## src/enclave_gate_defines.svh

```systemverilog
`ifndef ENCLAVE_GATE_DEFINES_SVH
`define ENCLAVE_GATE_DEFINES_SVH

// Register byte offsets
`define OFS_OPCODE 12'h000
`define OFS_MODE 12'h004
`define OFS_LEAF_LO 12'h008
`define OFS_LEAF_HI 12'h00C
`define OFS_BMAP_LO 12'h010
`define OFS_BMAP_HI 12'h014
`define OFS_PEER 12'h018
`define OFS_CMD 12'h01C
`define OFS_RESULT 12'h020

// Opcode register fields
`define OPC_BYTES 23:0
`define OPC_LOCK 24
`define OPC_OSIZE 25
`define OPC_REP 26
`define OPC_VEX 27

// Mode register fields
`define MD_PE 0
`define MD_PG 1
`define MD_VM 2
`define MD_SMM 3
`define MD_CPL 5:4
`define MD_CAP 6
`define MD_LOCK 7
`define MD_EN 8
`define MD_LMA 9
`define MD_CSL 10
`define MD_DSEXP 11
`define MD_TSX 12
`define MD_GUEST 13
`define MD_EXITCTL 14

// Peer register fields
`define PR_LEAF 7:0
`define PR_ACTIVE 8
`define PR_SAME 9
`define PR_IMPL 10

// Command bit
`define CMD_START 0

// Constant values
`define OPCODE_VAL 24'h0F_01CF
`define LEAF_MAX 32'h0000_000F
`define LEAF_LDB 8'h07
`define LEAF_LDU 8'h08
`define LEAF_BLOCK 8'h09
`define LEAF_TRACK 8'h0C
`define EXIT_SPLIT 32'h0000_003F
`define RST_WORD 32'h0000_0000

`endif

```

## src/enclave_gate_pkg.sv

```systemverilog
package enclave_gate_pkg;

    // Outcome of one evaluation
    typedef enum logic [3:0] {
        out_none,
        out_abort,
        out_ud,
        out_vmexit,
        out_gp,
        out_conc_fault,
        out_dispatch,
        out_dispatch_err,
        out_not_ours
    } outcome_type;

    // Concurrency class of a leaf pair
    typedef enum logic [1:0] {
        conc_y,
        conc_n,
        conc_c,
        conc_u
    } conc_type;

    // Operand role of one general register
    typedef enum logic [1:0] {
        gpr_unused,
        gpr_in,
        gpr_out
    } gpr_role_type;

    // Registered answer bundle
    typedef struct packed {
        outcome_type outcome;
        logic [7:0] leaf;
        logic addr64;
        conc_type conc;
        gpr_role_type rbx;
        gpr_role_type rcx;
        gpr_role_type rdx;
    } result_type;

endpackage

```

## src/privileged_enclave_op_gate.sv

```systemverilog
`timescale 1ns/1ps
`include "enclave_gate_defines.svh"
// Function
// RULE_01: Recognise opcode ending 01 CF, no prefix
// RULE_02: Leaf from accumulator, upper half ignored
// RULE_03: Three other registers are leaf-specific
// RULE_04: Active transaction diverts first to abort
// RULE_05: Invalid opcode if unprotected, v86 or SYSTEM_MANAGEMENT_MODE
// RULE_06: Invalid opcode unless privilege level 0
// RULE_07: Invalid opcode if capability bit clear
// RULE_08: Invalid opcode on lock/osize/rep/vex prefix
// RULE_09: Guest exit per leaf bitmap bit
// RULE_10: Protection fault if lock or enable clear
// RULE_11: Protection fault on unsupported leaf
// RULE_12: Protection fault if paging off, after leaf
// RULE_13: Protection fault on expand-down data segment
// RULE_14: 32 or 64-bit addressing by mode
// RULE_15: Segment, address-size, REX prefixes ignored
// RULE_16: Compatibility mode uses protected-mode faults
// RULE_17: Dispatch leaf only after all checks
// RULE_18: Restrictions apply on shared protected page
// RULE_19: Software serialises non-concurrent pairs
// RULE_20: Concurrent pairs may overlap freely
// RULE_21: Conditional pairs complete with error code
// RULE_22: User-error pairs complete unrestricted
// RULE_23: Page block leaf concurrent on control page
// RULE_24: Disallowed concurrency raises an exception
// RULE_25: Fixed check order, first match reported
module privileged_enclave_op_gate (
    // Clock and reset
    input wire logic pclk,
    input wire logic presetn,
    // APB slave
    input wire logic psel,
    input wire logic penable,
    input wire logic pwrite,
    input wire logic [11:0] paddr,
    input wire logic [31:0] pwdata,
    output logic [31:0] prdata,
    output logic pready,
    output logic pslverr,
    // Dispatch to leaf flows
    output logic dispatch,
    output enclave_gate_pkg::result_type result
);

    // Software-written request state
    logic [31:0] opcode_reg;
    logic [31:0] mode_reg;
    logic [31:0] leaf_lo_reg;
    logic [31:0] leaf_hi_reg;
    logic [63:0] bmap_reg;
    logic [31:0] peer_reg;
    // Bus state
    logic ready_reg;
    logic [31:0] rdata_reg;
    logic err_reg;
    logic [31:0] rdata_next;
    logic hit_next;
    // Sequencing
    logic start_reg;
    logic dispatch_reg;
    logic done_reg;
    enclave_gate_pkg::result_type result_reg;
    enclave_gate_pkg::result_type result_next;
    // Decoded conditions
    logic [31:0] leaf;
    logic is64;
    logic ud_hit;
    logic exit_hit;
    logic leaf_ok;
    logic do_wr;
    // Packed operand roles {rbx, rcx, rdx} of the selected leaf
    logic [5:0] role_bits;

    // States of the evaluation sequencer
    typedef enum logic {
        st_idle,
        st_eval
    } state_type;
    state_type state_reg;

    // Operand roles per leaf
    function automatic logic [5:0] roles(input logic [7:0] lf);
        logic [5:0] r;
        r = {2'd1, 2'd1, 2'd0};
        unique case (lf)
            8'h02, 8'h07, 8'h08, 8'h0B: r = {2'd1, 2'd1, 2'd1};
            8'h03, 8'h09, 8'h0C: r = {2'd0, 2'd1, 2'd0};
            8'h04: r = {2'd2, 2'd1, 2'd0};
            default: r = {2'd1, 2'd1, 2'd0};
        endcase
        return r;
    endfunction

    // Class of this leaf against a leaf on another processor
    function automatic enclave_gate_pkg::conc_type classify(
        input logic [7:0] row,
        input logic [31:0] peer
    );
        logic [7:0] col;
        logic reload_r;
        logic reload_c;
        col = peer[`PR_LEAF];
        reload_r = (row == `LEAF_LDB) || (row == `LEAF_LDU);
        reload_c = (col == `LEAF_LDB) || (col == `LEAF_LDU);
        if (!peer[`PR_ACTIVE] || !peer[`PR_SAME])
            return enclave_gate_pkg::conc_y; // RULE_18 RULE_20
        if (peer[`PR_IMPL] && row == `LEAF_BLOCK)
            return enclave_gate_pkg::conc_y; // RULE_23
        if (row == `LEAF_TRACK && col == `LEAF_TRACK)
            return enclave_gate_pkg::conc_n; // RULE_19
        if (reload_r && reload_c)
            return enclave_gate_pkg::conc_c; // RULE_21
        return enclave_gate_pkg::conc_u; // RULE_22
    endfunction

    // Write qualifier: completes at the edge that sees pready
    assign do_wr = psel && penable && ready_reg && pwrite;

    // One wait state on every access keeps pready registered
    always_ff @(posedge pclk or negedge presetn)
    begin
        if (!presetn)
        begin
            ready_reg <= 1'b0;
            rdata_reg <= `RST_WORD;
            err_reg <= 1'b0;
        end
        else
        begin
            ready_reg <= psel && penable && !ready_reg;
            rdata_reg <= rdata_next;
            err_reg <= psel && penable && !ready_reg && !hit_next;
        end
    end

    // Read mux and address decode
    always_comb
    begin
        hit_next = 1'b1;
        rdata_next = `RST_WORD;
        unique case (paddr)
            `OFS_OPCODE: rdata_next = opcode_reg;
            `OFS_MODE: rdata_next = mode_reg;
            `OFS_LEAF_LO: rdata_next = leaf_lo_reg;
            `OFS_LEAF_HI: rdata_next = leaf_hi_reg;
            `OFS_BMAP_LO: rdata_next = bmap_reg[31:0];
            `OFS_BMAP_HI: rdata_next = bmap_reg[63:32];
            `OFS_PEER: rdata_next = peer_reg;
            `OFS_CMD: rdata_next = {31'd0, state_reg == st_eval};
            // Done flag sits just above the 21-bit answer bundle
            `OFS_RESULT: rdata_next = {10'd0, done_reg, result_reg};
            default: hit_next = 1'b0;
        endcase
    end

    // Request registers; prefixes that are ignored are not stored
    always_ff @(posedge pclk or negedge presetn)
    begin
        if (!presetn)
        begin
            opcode_reg <= `RST_WORD;
            mode_reg <= `RST_WORD;
            leaf_lo_reg <= `RST_WORD;
            leaf_hi_reg <= `RST_WORD;
            bmap_reg <= {`RST_WORD, `RST_WORD};
            peer_reg <= `RST_WORD;
        end
        else if (do_wr)
        begin
            unique case (paddr)
                `OFS_OPCODE: opcode_reg <= {4'd0, pwdata[27:0]}; // RULE_15
                `OFS_MODE: mode_reg <= {17'd0, pwdata[14:0]};
                `OFS_LEAF_LO: leaf_lo_reg <= pwdata;
                `OFS_LEAF_HI: leaf_hi_reg <= pwdata;
                `OFS_BMAP_LO: bmap_reg[31:0] <= pwdata;
                `OFS_BMAP_HI: bmap_reg[63:32] <= pwdata;
                `OFS_PEER: peer_reg <= {21'd0, pwdata[10:0]};
                default:
                begin
                end
            endcase
        end
    end

    // Start pulse from a command write
    always_ff @(posedge pclk or negedge presetn)
    begin
        if (!presetn)
            start_reg <= 1'b0;
        else
            start_reg <= do_wr && paddr == `OFS_CMD && pwdata[`CMD_START];
    end

    // Sequencer: one evaluation cycle per start
    always_ff @(posedge pclk or negedge presetn)
    begin
        if (!presetn)
            state_reg <= st_idle;
        else
            unique case (state_reg)
                st_idle: if (start_reg) state_reg <= st_eval;
                st_eval: state_reg <= st_idle;
            endcase
    end

    // Upper accumulator half never reaches the leaf choice
    assign leaf = leaf_lo_reg; // RULE_02
    // Long mode plus 64-bit code segment; code default size unused
    assign is64 = mode_reg[`MD_LMA] && mode_reg[`MD_CSL]; // RULE_14
    // Same checks serve protected and compatibility mode
    assign ud_hit = !mode_reg[`MD_PE] || mode_reg[`MD_VM] // RULE_05 RULE_16
        || mode_reg[`MD_SMM] // RULE_05
        || mode_reg[`MD_CPL] != 2'd0 // RULE_06
        || !mode_reg[`MD_CAP] // RULE_07
        || opcode_reg[`OPC_LOCK] || opcode_reg[`OPC_OSIZE] // RULE_08
        || opcode_reg[`OPC_REP] || opcode_reg[`OPC_VEX]; // RULE_08
    // Leaves above 62 share the last bitmap bit
    assign exit_hit = mode_reg[`MD_GUEST] && mode_reg[`MD_EXITCTL]
        && (leaf < `EXIT_SPLIT ? bmap_reg[leaf[5:0]] : bmap_reg[63]); // RULE_09
    assign leaf_ok = leaf <= `LEAF_MAX; // RULE_11
    // Roles are looked up once; each field is cast to its enum below
    assign role_bits = roles(leaf[7:0]); // RULE_03

    // Checks in fixed priority; the first match wins
    always_comb
    begin
        result_next.leaf = leaf[7:0];
        result_next.addr64 = is64; // RULE_14
        // Enum fields take no raw vector, hence the explicit casts
        result_next.rbx = enclave_gate_pkg::gpr_role_type'(role_bits[5:4]);
        result_next.rcx = enclave_gate_pkg::gpr_role_type'(role_bits[3:2]);
        result_next.rdx = enclave_gate_pkg::gpr_role_type'(role_bits[1:0]);
        result_next.conc = classify(leaf[7:0], peer_reg);
        if (opcode_reg[`OPC_BYTES] != `OPCODE_VAL)
            result_next.outcome = enclave_gate_pkg::out_not_ours; // RULE_01
        else if (mode_reg[`MD_TSX])
            result_next.outcome = enclave_gate_pkg::out_abort; // RULE_04 RULE_25
        else if (ud_hit)
            result_next.outcome = enclave_gate_pkg::out_ud; // RULE_25
        else if (exit_hit)
            result_next.outcome = enclave_gate_pkg::out_vmexit; // RULE_25
        else if (!mode_reg[`MD_LOCK] || !mode_reg[`MD_EN])
            result_next.outcome = enclave_gate_pkg::out_gp; // RULE_10
        else if (!leaf_ok)
            result_next.outcome = enclave_gate_pkg::out_gp; // RULE_11
        else if (!mode_reg[`MD_PG])
            result_next.outcome = enclave_gate_pkg::out_gp; // RULE_12
        else if (!is64 && mode_reg[`MD_DSEXP])
            result_next.outcome = enclave_gate_pkg::out_gp; // RULE_13
        else if (result_next.conc == enclave_gate_pkg::conc_n)
            result_next.outcome = enclave_gate_pkg::out_conc_fault; // RULE_24
        else if (result_next.conc == enclave_gate_pkg::conc_c)
            result_next.outcome = enclave_gate_pkg::out_dispatch_err; // RULE_21
        else
            result_next.outcome = enclave_gate_pkg::out_dispatch; // RULE_17
    end

    // Result capture and dispatch pulse
    always_ff @(posedge pclk or negedge presetn)
    begin
        if (!presetn)
        begin
            result_reg <= '0;
            dispatch_reg <= 1'b0;
            done_reg <= 1'b0;
        end
        else
        begin
            dispatch_reg <= 1'b0;
            if (start_reg)
            begin
                result_reg <= result_next;
                done_reg <= 1'b1;
                // Leaf flow starts only once nothing faulted
                dispatch_reg <= result_next.outcome ==
                    enclave_gate_pkg::out_dispatch || result_next.outcome ==
                    enclave_gate_pkg::out_dispatch_err; // RULE_17
            end
        end
    end

    // Outputs straight from flip-flops
    assign pready = ready_reg;
    assign prdata = rdata_reg;
    assign pslverr = err_reg;
    assign dispatch = dispatch_reg;
    assign result = result_reg;
endmodule

```

## config.mk

```make
export PLATFORM = sky130hd
export DESIGN_NAME = privileged_enclave_op_gate
export DESIGN_NICKNAME = d
export VERILOG_FILES = /design/src/enclave_gate_pkg.sv /design/src/privileged_enclave_op_gate.sv
export VERILOG_INCLUDE_DIRS = /design/src
export SDC_FILE = /design/constraint.sdc
export NUM_CORES = 1
export LEC_CHECK = 0
export ABC_AREA = 0
export ABC_CLOCK_PERIOD_IN_PS = 4400
export BUFFER_PORTS_ARGS = -buffer_cell sky130_fd_sc_hd__buf_4
export CELL_PAD_IN_SITES_DETAIL_PLACEMENT = 0
export CELL_PAD_IN_SITES_GLOBAL_PLACEMENT = 1
export CORE_UTILIZATION = 24
export DETAILED_ROUTE_END_ITERATION = 10
export HOLD_SLACK_MARGIN = 0.06
export PLACE_DENSITY = 0.5
export SYNTH_ARGS = -nofsm -noshare
export SYNTH_HDL_FRONTEND = slang
export SYNTH_SLANG_ARGS = --single-unit
```

## constraint.sdc

```tcl
create_clock -name pclk -period 4.4 [get_ports pclk]
set_input_delay 0.22 -clock pclk [delete_from_list [all_inputs] [get_ports pclk]]
set_output_delay 0.22 -clock pclk [all_outputs]
set_load 0.005 [all_outputs]
```

==> results.yml, run 1 <==
clock_tree:
  cts.repair.resized: 0
  clk_pin_slew_ns: 0.06
  cts_buffer_depth: 3
  clkSinkCount: 238
  hold_buffers: 36
  htreeDepth: 1
  post_cts_buffers: 0
  clock_latency_ns: 0.56
  cts-buffers-inserted: 29
  clockRootBuffer: "clkbuf_16"
  cts_tree: "yes"
synthesis:
  synthXorXnorAreaFrac: 0
  synth-seq-cells: 238
  syn_area_per_cell_um2: 13.8
  synth-main-ff-cell: "dfrtp_1"
  synth_top_area_share: 0.537
  synth_top_family_by_area: "multiplexers"
  yosys_warnings: 0
  netlist_area_um2: 11100
  synth-compound-area-share: 0.0788
  yosys.area_share.simple: 0.0672
  synthTopCellsByArea: "dfrtp_1 54%, mux2_2 15%, mux2_4 4.1%"
  synth_cell_types: 65
  synth_enable_flop_cells: 0
  synth_cells: 802
  muxShareOfSynthArea: 0.275
  synthArstFlopShare: 1.00
  yosysTopAreaCell: "dfrtp_1"
  synthAdderAreaFrac: 0.00565
  yosysSeqAreaShare: 0.537
power:
  p_leak_nw: 6.58
  power_density_nw_per_um2: 341
  ir_worst_vdd_mv: 0.238
global_routing:
  grt.total_usage: 0.160
  grt_max_degree: 112
  grt_first_pass_wirelength_um: 55400
  grt_pass1_vias: 7814
  antenna_found_initial: 0
  grt.overflow.total: 0
timing:
  setup_tns_ns: 0
  max_freq_mhz: 297
  period_needed_ns: 3.37
  drv_slew: 0
  grt_setup_unrepaired: "no"
  tightest_slew_ns: 1.36
  hold_viol: 0
  finClkSkew_ns: 0.0103
  period_share: 0.766
  slew_headroom: 0.0917
  setup_viol: 0
setup_path:
  cpMaxStageDelayCell: "o41ai_1"
  worstPathArrival_ns: 3.84
  end_kind: "register"
  slowest_delay_ns: 0.83
  path_class: "register to register"
  cp-start-kind: "register"
  cp_data_required_time_ns: 4.87
  path_cells: "nor4_2 -> nand2_1 -> o41ai_1 -> ha_1 -> nor2_1 -> a41oi_1 -> a2bb2oi_1 -> o31ai_1"
  critPathMaxFanout: 10
finish:
  finish.utilization: 0.301
  largest_reg_flops: 64
  final_common_cell: "dfrtp_1"
  drive_above_1_share: 0.394
  seqCellArea_um2: 5960
  mostFrequentLayoutCells: "238 x dfrtp_1, 147 x mux2_2, 120 x buf_4"
  fillerInstances: 4677
  multi_input_area_um2: 4760
  antenna_cells: 0
  area_delta_synth_final_pct: 23.6
  fin_nets: 988
place:
  dp_hpwl_um: 24900
  port-buffer-count: 102
  gp_congestion: 0.789
run:
  maxCapViolCount: 0
run_status:
  status: "finished, final reports clean"
detailed_routing:
  wl_per_cell_um: 23.8
  ant_nets: 0
  wl_um: 37000
  viasPerCell: 4.81
  firstDrtPassIters: 5
  drt_iter0_drc: 522
  vias: 7481
  drc_errors: 0
min_path:
  worstHoldPathType: "input pin to register"
floorplanning:
  fp.dieH_um: 217
  io_pins: 105
  initial_core_util: 0.244
  rows: 78
  design.core.area_um2: 45500
  die_w_um: 217
  dieArea_um2: 47000
==> critical path, delay by kind of cell, from the launching register on <==
kind                     cells  cell delay [ns]
flip-flops                   1             0.59
AO/OA/AOI/OAI                4             1.24
adder cells (fa/ha/maj)      1             0.38
AND/OR/NAND/NOR              3             1.05
==> cells in the mapped netlist, types with 7 or more instances <==
library cell and n:
a221oi_1 7, a222oi_1 18, a22o_1 11, a22oi_1 28, buf_2 15, buf_4 14
clkbuf_1 19, dfrtp_1 238, inv_1 7, mux2_1 26, mux2_2 147, mux2_4 30
mux2i_1 24, mux4_2 17, nand2_1 49, nor2_1 26, nor4_1 7, o211ai_1 8
o21ai_0 12
==> layer usage <==
| metal | track usage | share of wire |
|---|---|---|
| met5 | 0 | 0 |
| met4 | 0.0362 | 0.018 |
| met3 | 0.0212 | 0.039 |
| met2 | 0.252 | 0.46 |
| met1 | 0.231 | 0.48 |
==> worst paths after layout <==
kind | from | to | slack (ns) | cells after the start
hold / removal | paddr[3] | start_reg | 0.08 | 3
min in group asynchronous | presetn | pslverr | 0.31 | 2
setup reg to reg | leaf[4] | result[17] | 1.03 | 8
setup / recovery | leaf[4] | result[17] | 1.03 | 8
max in group asynchronous | presetn | leaf_hi_reg[0] | 2.86 | 3
hold reg to reg | state_reg | state_reg | 0.43 | 1
==> kinds of logic (layout without fill, tap and decap cells) <==
logic type / count (synthesis) / count (layout)
AND/OR/NAND/NOR: 137 / 137
AO/OA/AOI/OAI: 111 / 111
flip-flops: 238 / 238
multiplexers: 245 / 245
adder cells (fa/ha/maj): 5 / 5
buffers and inverters: 65 / 217
other: 1 / 2
==> power by group <==
group	switching (mW)	internal, mW	total [mW]
Combinational	0.108	0.0646	0.173
Clock	0.961	1.34	2.30
Sequential	0.00109	2.19	2.19
==> final cells by class <==
class | instances | share of cell area
clock buffer | 43 | 0.0627
clock inverter | 9 | 0.00375
inverter | 7 | 0.00192
multi-input combinational | 500 | 0.347
sequential | 238 | 0.435
tap | 600 | 0.0548
timing repair buffer | 158 | 0.0947
==> metrics by stage <==
stage          total power [mW]  hold slack [ns]  cells  setup WS (ns)  area, um^2
6_report                   4.66           0.0839   1555           1.03       13700
2_1_floorplan              2.26          -0.0756    803           2.00       11100
5_1_grt                    4.84           0.0980   1555          0.804       13700
3_5_place_dp               2.39            0.370   1467           1.04       12400
4_1_cts                    4.75           0.0620   1555           1.01       13700
3_3_place_gp               2.39            0.379   1467           1.05       12400
No activity file was read; power rests on OpenSTA's default activity.
==> run 2, diff against run 1 <==
ABC_CLOCK_PERIOD_IN_PS = 3040   (was 4400)
PLACE_DENSITY = 0.51   (was 0.5)
clock period = 3.04 ns   (was 4.4 ns; I/O delays follow)
==> run 2 against run 1 <==
Effect of this change: cell count increased by 1.4%; count of clock-buffer cells in the layout increased by 2; clock power increased by 55%; first-iteration DRC count increased by 4.0%; fmax increased by 35%; register-to-register slack got worse by 0.49 ns; final area increased by 2.2%; largest power group unchanged.
==> results.yml, run 2 (synthesis results as in run 1) <==
min_path:
  worstHoldPathType: "input pin to register"
setup_path:
  r2r_start: "leaf[6]"
  path_class: "register to register"
  end_kind: "register"
  crit_start: "leaf[6]"
  cp_num_cells: 9
  path_cells: "nor4_2 -> buf_4 -> nand2_1 -> o41ai_1 -> ha_1 -> nor2_1 -> a41oi_1 -> a2bb2oi_1 -> o31ai_1"
  critPathMaxFanout: 7
  cp_data_required_time_ns: 3.50
  slowest_delay_ns: 0.53
  cpMaxStageDelayCell: "dfrtp_1"
  path_buf_inv: 1
  reg2reg_depth: 9
  r2r-end: "result[17]"
  worstPathArrival_ns: 2.96
  r2r_setup_slack_ns: 0.54
  critPathTopFamily: "compound AO/OA/AOI/OAI gates"
  cp-start-kind: "register"
  cp-endpoint: "result[17]"
global_routing:
  grt.total_usage: 0.161
  antenna_found_initial: 0
  grt_first_pass_wirelength_um: 55800
  grt.overflow.total: 0
  grt_max_degree: 82
  grt_pass1_vias: 7882
place:
  gp_congestion: 0.818
  dp.cells: 1485
  dp_hpwl_um: 25700
  port-buffer-count: 102
finish:
  drive_above_1_share: 0.402
  area_delta_synth_final_pct: 26.3
  mostFrequentLayoutCells: "238 x dfrtp_1, 147 x mux2_2, 132 x buf_4"
  fin_nets: 1009
  fillerInstances: 4686
  largest_reg_flops: 64
  finish.utilization: 0.308
  antenna_cells: 0
  stdcell_count: 1576
  final_common_cell: "dfrtp_1"
clock_tree:
  cts-buffers-inserted: 29
  cts.repair.resized: 0
  clkSinkCount: 238
  post_cts_buffers: 0
  cts_buffer_depth: 3
  htreeDepth: 1
  cts_tree: "yes"
  clockRootBuffer: "clkbuf_16"
  hold_buffers: 39
  clock_latency_ns: 0.55
  clk_pin_slew_ns: 0.06
power:
  ir_worst_vdd_mv: 0.422
  power_density_nw_per_um2: 500
  p_leak_nw: 6.73
timing:
  grt_setup_unrepaired: "no"
  period_needed_ns: 2.50
  hold_viol: 0
  tightest_slew_ns: 0.756
  setup_tns_ns: 0
  max_freq_mhz: 399
  finClkSkew_ns: 0.0105
  slew_headroom: 0.496
  setup_viol: 0
  hold_ws_ns: 0.108
  drv_slew: 0
  period_share: 0.823
floorplanning:
  rows: 78
  design.core.area_um2: 45500
  fp.dieH_um: 217
  dieArea_um2: 47000
  die_w_um: 217
  io_pins: 105
  initial_core_util: 0.244
detailed_routing:
  drt_iter0_drc: 543
  ant_nets: 0
  vias: 7567
  viasPerCell: 4.80
  wl_um: 37500
  drc_errors: 0
  wl_per_cell_um: 23.8
  firstDrtPassIters: 5
run_status:
  status: "finished, final reports clean"
run:
  maxCapViolCount: 0
-- run 2: cell type report --
cell class	instances	area, um^2	share of cell area
clock buffer	45	866	0.0618
sequential	238	5960	0.425
multi-input combinational	500	4760	0.340
tap	600	751	0.0536
timing repair buffer	179	1540	0.110
clock inverter	7	110	0.00786
inverter	7	26.3	0.00188
-- run 2: how the worst min path moves through the flow --
stage             start           to  slack, ns  depth (start not counted)
6_report       paddr[4]    start_reg       0.11                          3
5_1_grt        paddr[4]    start_reg       0.14                          3
4_1_cts        paddr[4]    start_reg        0.1                          3
3_5_place_dp    presetn      pslverr       0.22                          1
3_3_place_gp    presetn      pslverr       0.22                          1
2_1_floorplan   presetn  bmap_reg[0]      -0.14                          0
-- run 2: layer usage --
metal  GRT usage  routed length, um
met1       0.234              18000
met2       0.252              17200
met3      0.0207               1360
met4      0.0413                809
met5           0                  0
-- run 2: worst register-to-register path, stage by stage, from the launching register on --
cell and delay (ns):
dfrtp_1 0.53, nor4_2 0.27, buf_4 0.20, nand2_1 0.08, o41ai_1 0.52, ha_1 0.33
nor2_1 0.10, a41oi_1 0.13, a2bb2oi_1 0.16, o31ai_1 0.08
-- run 2: power by group --
group	switching (mW)	leakage [nW]	internal [mW]
Combinational	0.158	2.93	0.101
Clock	1.37	0.482	2.19
Sequential	0.00145	3.32	3.17
-- run 2: per-stage QoR --
stage / power, mW / setup slack (ns) / area [um^2]
global route: 7.25 / 0.220 / 14000
detailed placement: 3.46 / 0.540 / 12600
finish: 7.00 / 0.537 / 14000
floorplan: 3.27 / 0.637 / 11100
CTS: 7.10 / 0.513 / 14000
global placement: 3.46 / 0.565 / 12600
==> run 3, diff against run 2 <==
ABC_CLOCK_PERIOD_IN_PS = 2450   (was 3040)
PLACE_DENSITY = 0.5   (was 0.51)
clock period = 2.45 ns   (was 3.04 ns; I/O delays follow)
==> run 3 against run 2 <==
Effect of this change: clock skew grew 0.0081 ns; routed wire length fell by 0.38%; hold slack got worse by 0.046 ns; worst setup slack worse by 0.41 ns; die area is the same; count of clock-buffer cells in the layout up 2.
==> results.yml, run 3 (synthesis results as in run 1) <==
run_status:
  status: "finished, final reports clean"
floorplanning:
  design.core.area_um2: 45500
  fp.dieH_um: 217
  initial_core_util: 0.244
  rows: 78
  io_pins: 105
  die_w_um: 217
  dieArea_um2: 47000
power:
  power_density_nw_per_um2: 606
  p_leak_nw: 6.81
  ir_worst_vdd_mv: 0.455
  p_total_mw: 8.60
finish:
  final_common_cell: "dfrtp_1"
  drive_above_1_share: 0.411
  final_cell_area_um2: 14200
  area_delta_synth_final_pct: 28.1
  stdcell_count: 1586
  largest_reg_flops: 64
  fin_nets: 1019
  antenna_cells: 0
  mostFrequentLayoutCells: "238 x dfrtp_1, 147 x mux2_2, 132 x buf_4"
timing:
  tightest_slew_ns: 0.576
  max_freq_mhz: 431
  slew_headroom: 0.616
  finClkSkew_ns: 0.0186
  period_needed_ns: 2.32
  setup_viol: 0
  setup_tns_ns: 0
  hold_viol: 0
  grt_setup_unrepaired: "no"
  period_share: 0.947
  drv_slew: 0
global_routing:
  grt_pass1_vias: 7988
  grt_first_pass_wirelength_um: 55600
  grt.overflow.total: 0
  grt_max_degree: 71
  antenna_found_initial: 0
  grt.total_usage: 0.160
clock_tree:
  clockRootBuffer: "clkbuf_16"
  post_cts_buffers: 0
  cts_tree: "yes"
  clkSinkCount: 238
  cts_buffer_depth: 3
  htreeDepth: 1
  clk_pin_slew_ns: 0.06
  cts-buffers-inserted: 29
  clock_latency_ns: 0.56
setup_path:
  slowest_delay_ns: 0.48
  worstPathArrival_ns: 2.76
  path_buf_inv: 3
  crit_start: "leaf[10]"
  path_class: "register to register"
  cp_data_required_time_ns: 2.89
  r2r_start: "leaf[10]"
  critPathMaxFanout: 3
  path_cells: "nor4_2 -> buf_4 -> nand4_1 -> buf_4 -> nor3_2 -> o211a_1 -> o221ai_2 -> buf_4 -> a32o_1"
  end_kind: "register"
  critPathTopFamily: "simple AND/OR/NAND/NOR gates"
  cp-start-kind: "register"
  path_common_cell: "buf_4"
  cpMaxStageDelayCell: "dfrtp_1"
place:
  place_area_um2: 12800
  gp_congestion: 0.821
  dp_hpwl_um: 25800
  dp.cells: 1494
  port-buffer-count: 102
run:
  maxCapViolCount: 0
detailed_routing:
  firstDrtPassIters: 7
  wl_per_cell_um: 23.5
  drc_errors: 0
  wl_um: 37300
  viasPerCell: 4.81
  drt_iter0_drc: 509
  ant_nets: 0
  vias: 7634
min_path:
  worstHoldPathType: "input pin to async pin"
run 3: path summary, 6_finish.rpt:
check                                 end  cells past startpoint  slack (ns)
setup / recovery               result[19]                      9        0.13
hold / removal                    pslverr                      2        0.06
setup reg to reg               result[19]                      9        0.13
hold reg to reg                 state_reg                      1        0.48
max in group asynchronous  opcode_reg[16]                      3        1.58
min in group pclk               start_reg                      3        0.15
run 3: timing repair:
item | 4_1_cts | 5_1_grt
endpoints found under the setup margin | 0 | 4
hold endpoints to repair | 423 | 0
hold buffers | 40 | 0
gates resized for setup | 0 | 2
run 3: final cells by class:
class                   count  area [um^2]
clock inverters             5         52.6
inverters                   7         26.3
well taps                 600          751
repair buffers            189         1730
multi-input cells         500         4770
clock buffers              47          913
flip-flops and latches    238         5960
fillers                  4666        31300
run 3: stage by stage:
step                setup WS [ns]  hold slack, ns   util
floorplan                  0.0468          -0.173      -
global placement           0.0250          0.0791  0.282
detailed placement         0.0854          0.0670  0.282
CTS                        0.0500          0.0602  0.312
global route               0.0111          0.0809  0.312
finish                      0.131          0.0619  0.312
run 3: layer usage:
layer,up-vias,track usage,part of all wire
li1,3350,-,-
met1,4061,0.231,0.48
met2,178,0.254,0.46
met3,45,0.0231,0.038
met4,0,0.0343,0.019
met5,-,0,0
run 3: where the power goes:
part | total [mW] | switching [mW] | leakage (nW) | internal [mW]
registers | 3.94 | 0.00179 | 3.32 | 3.93
clock network | 4.34 | 1.71 | 0.477 | 2.62
logic | 0.324 | 0.197 | 3.01 | 0.127
total | 8.60 | 1.91 | 6.81 | 6.69
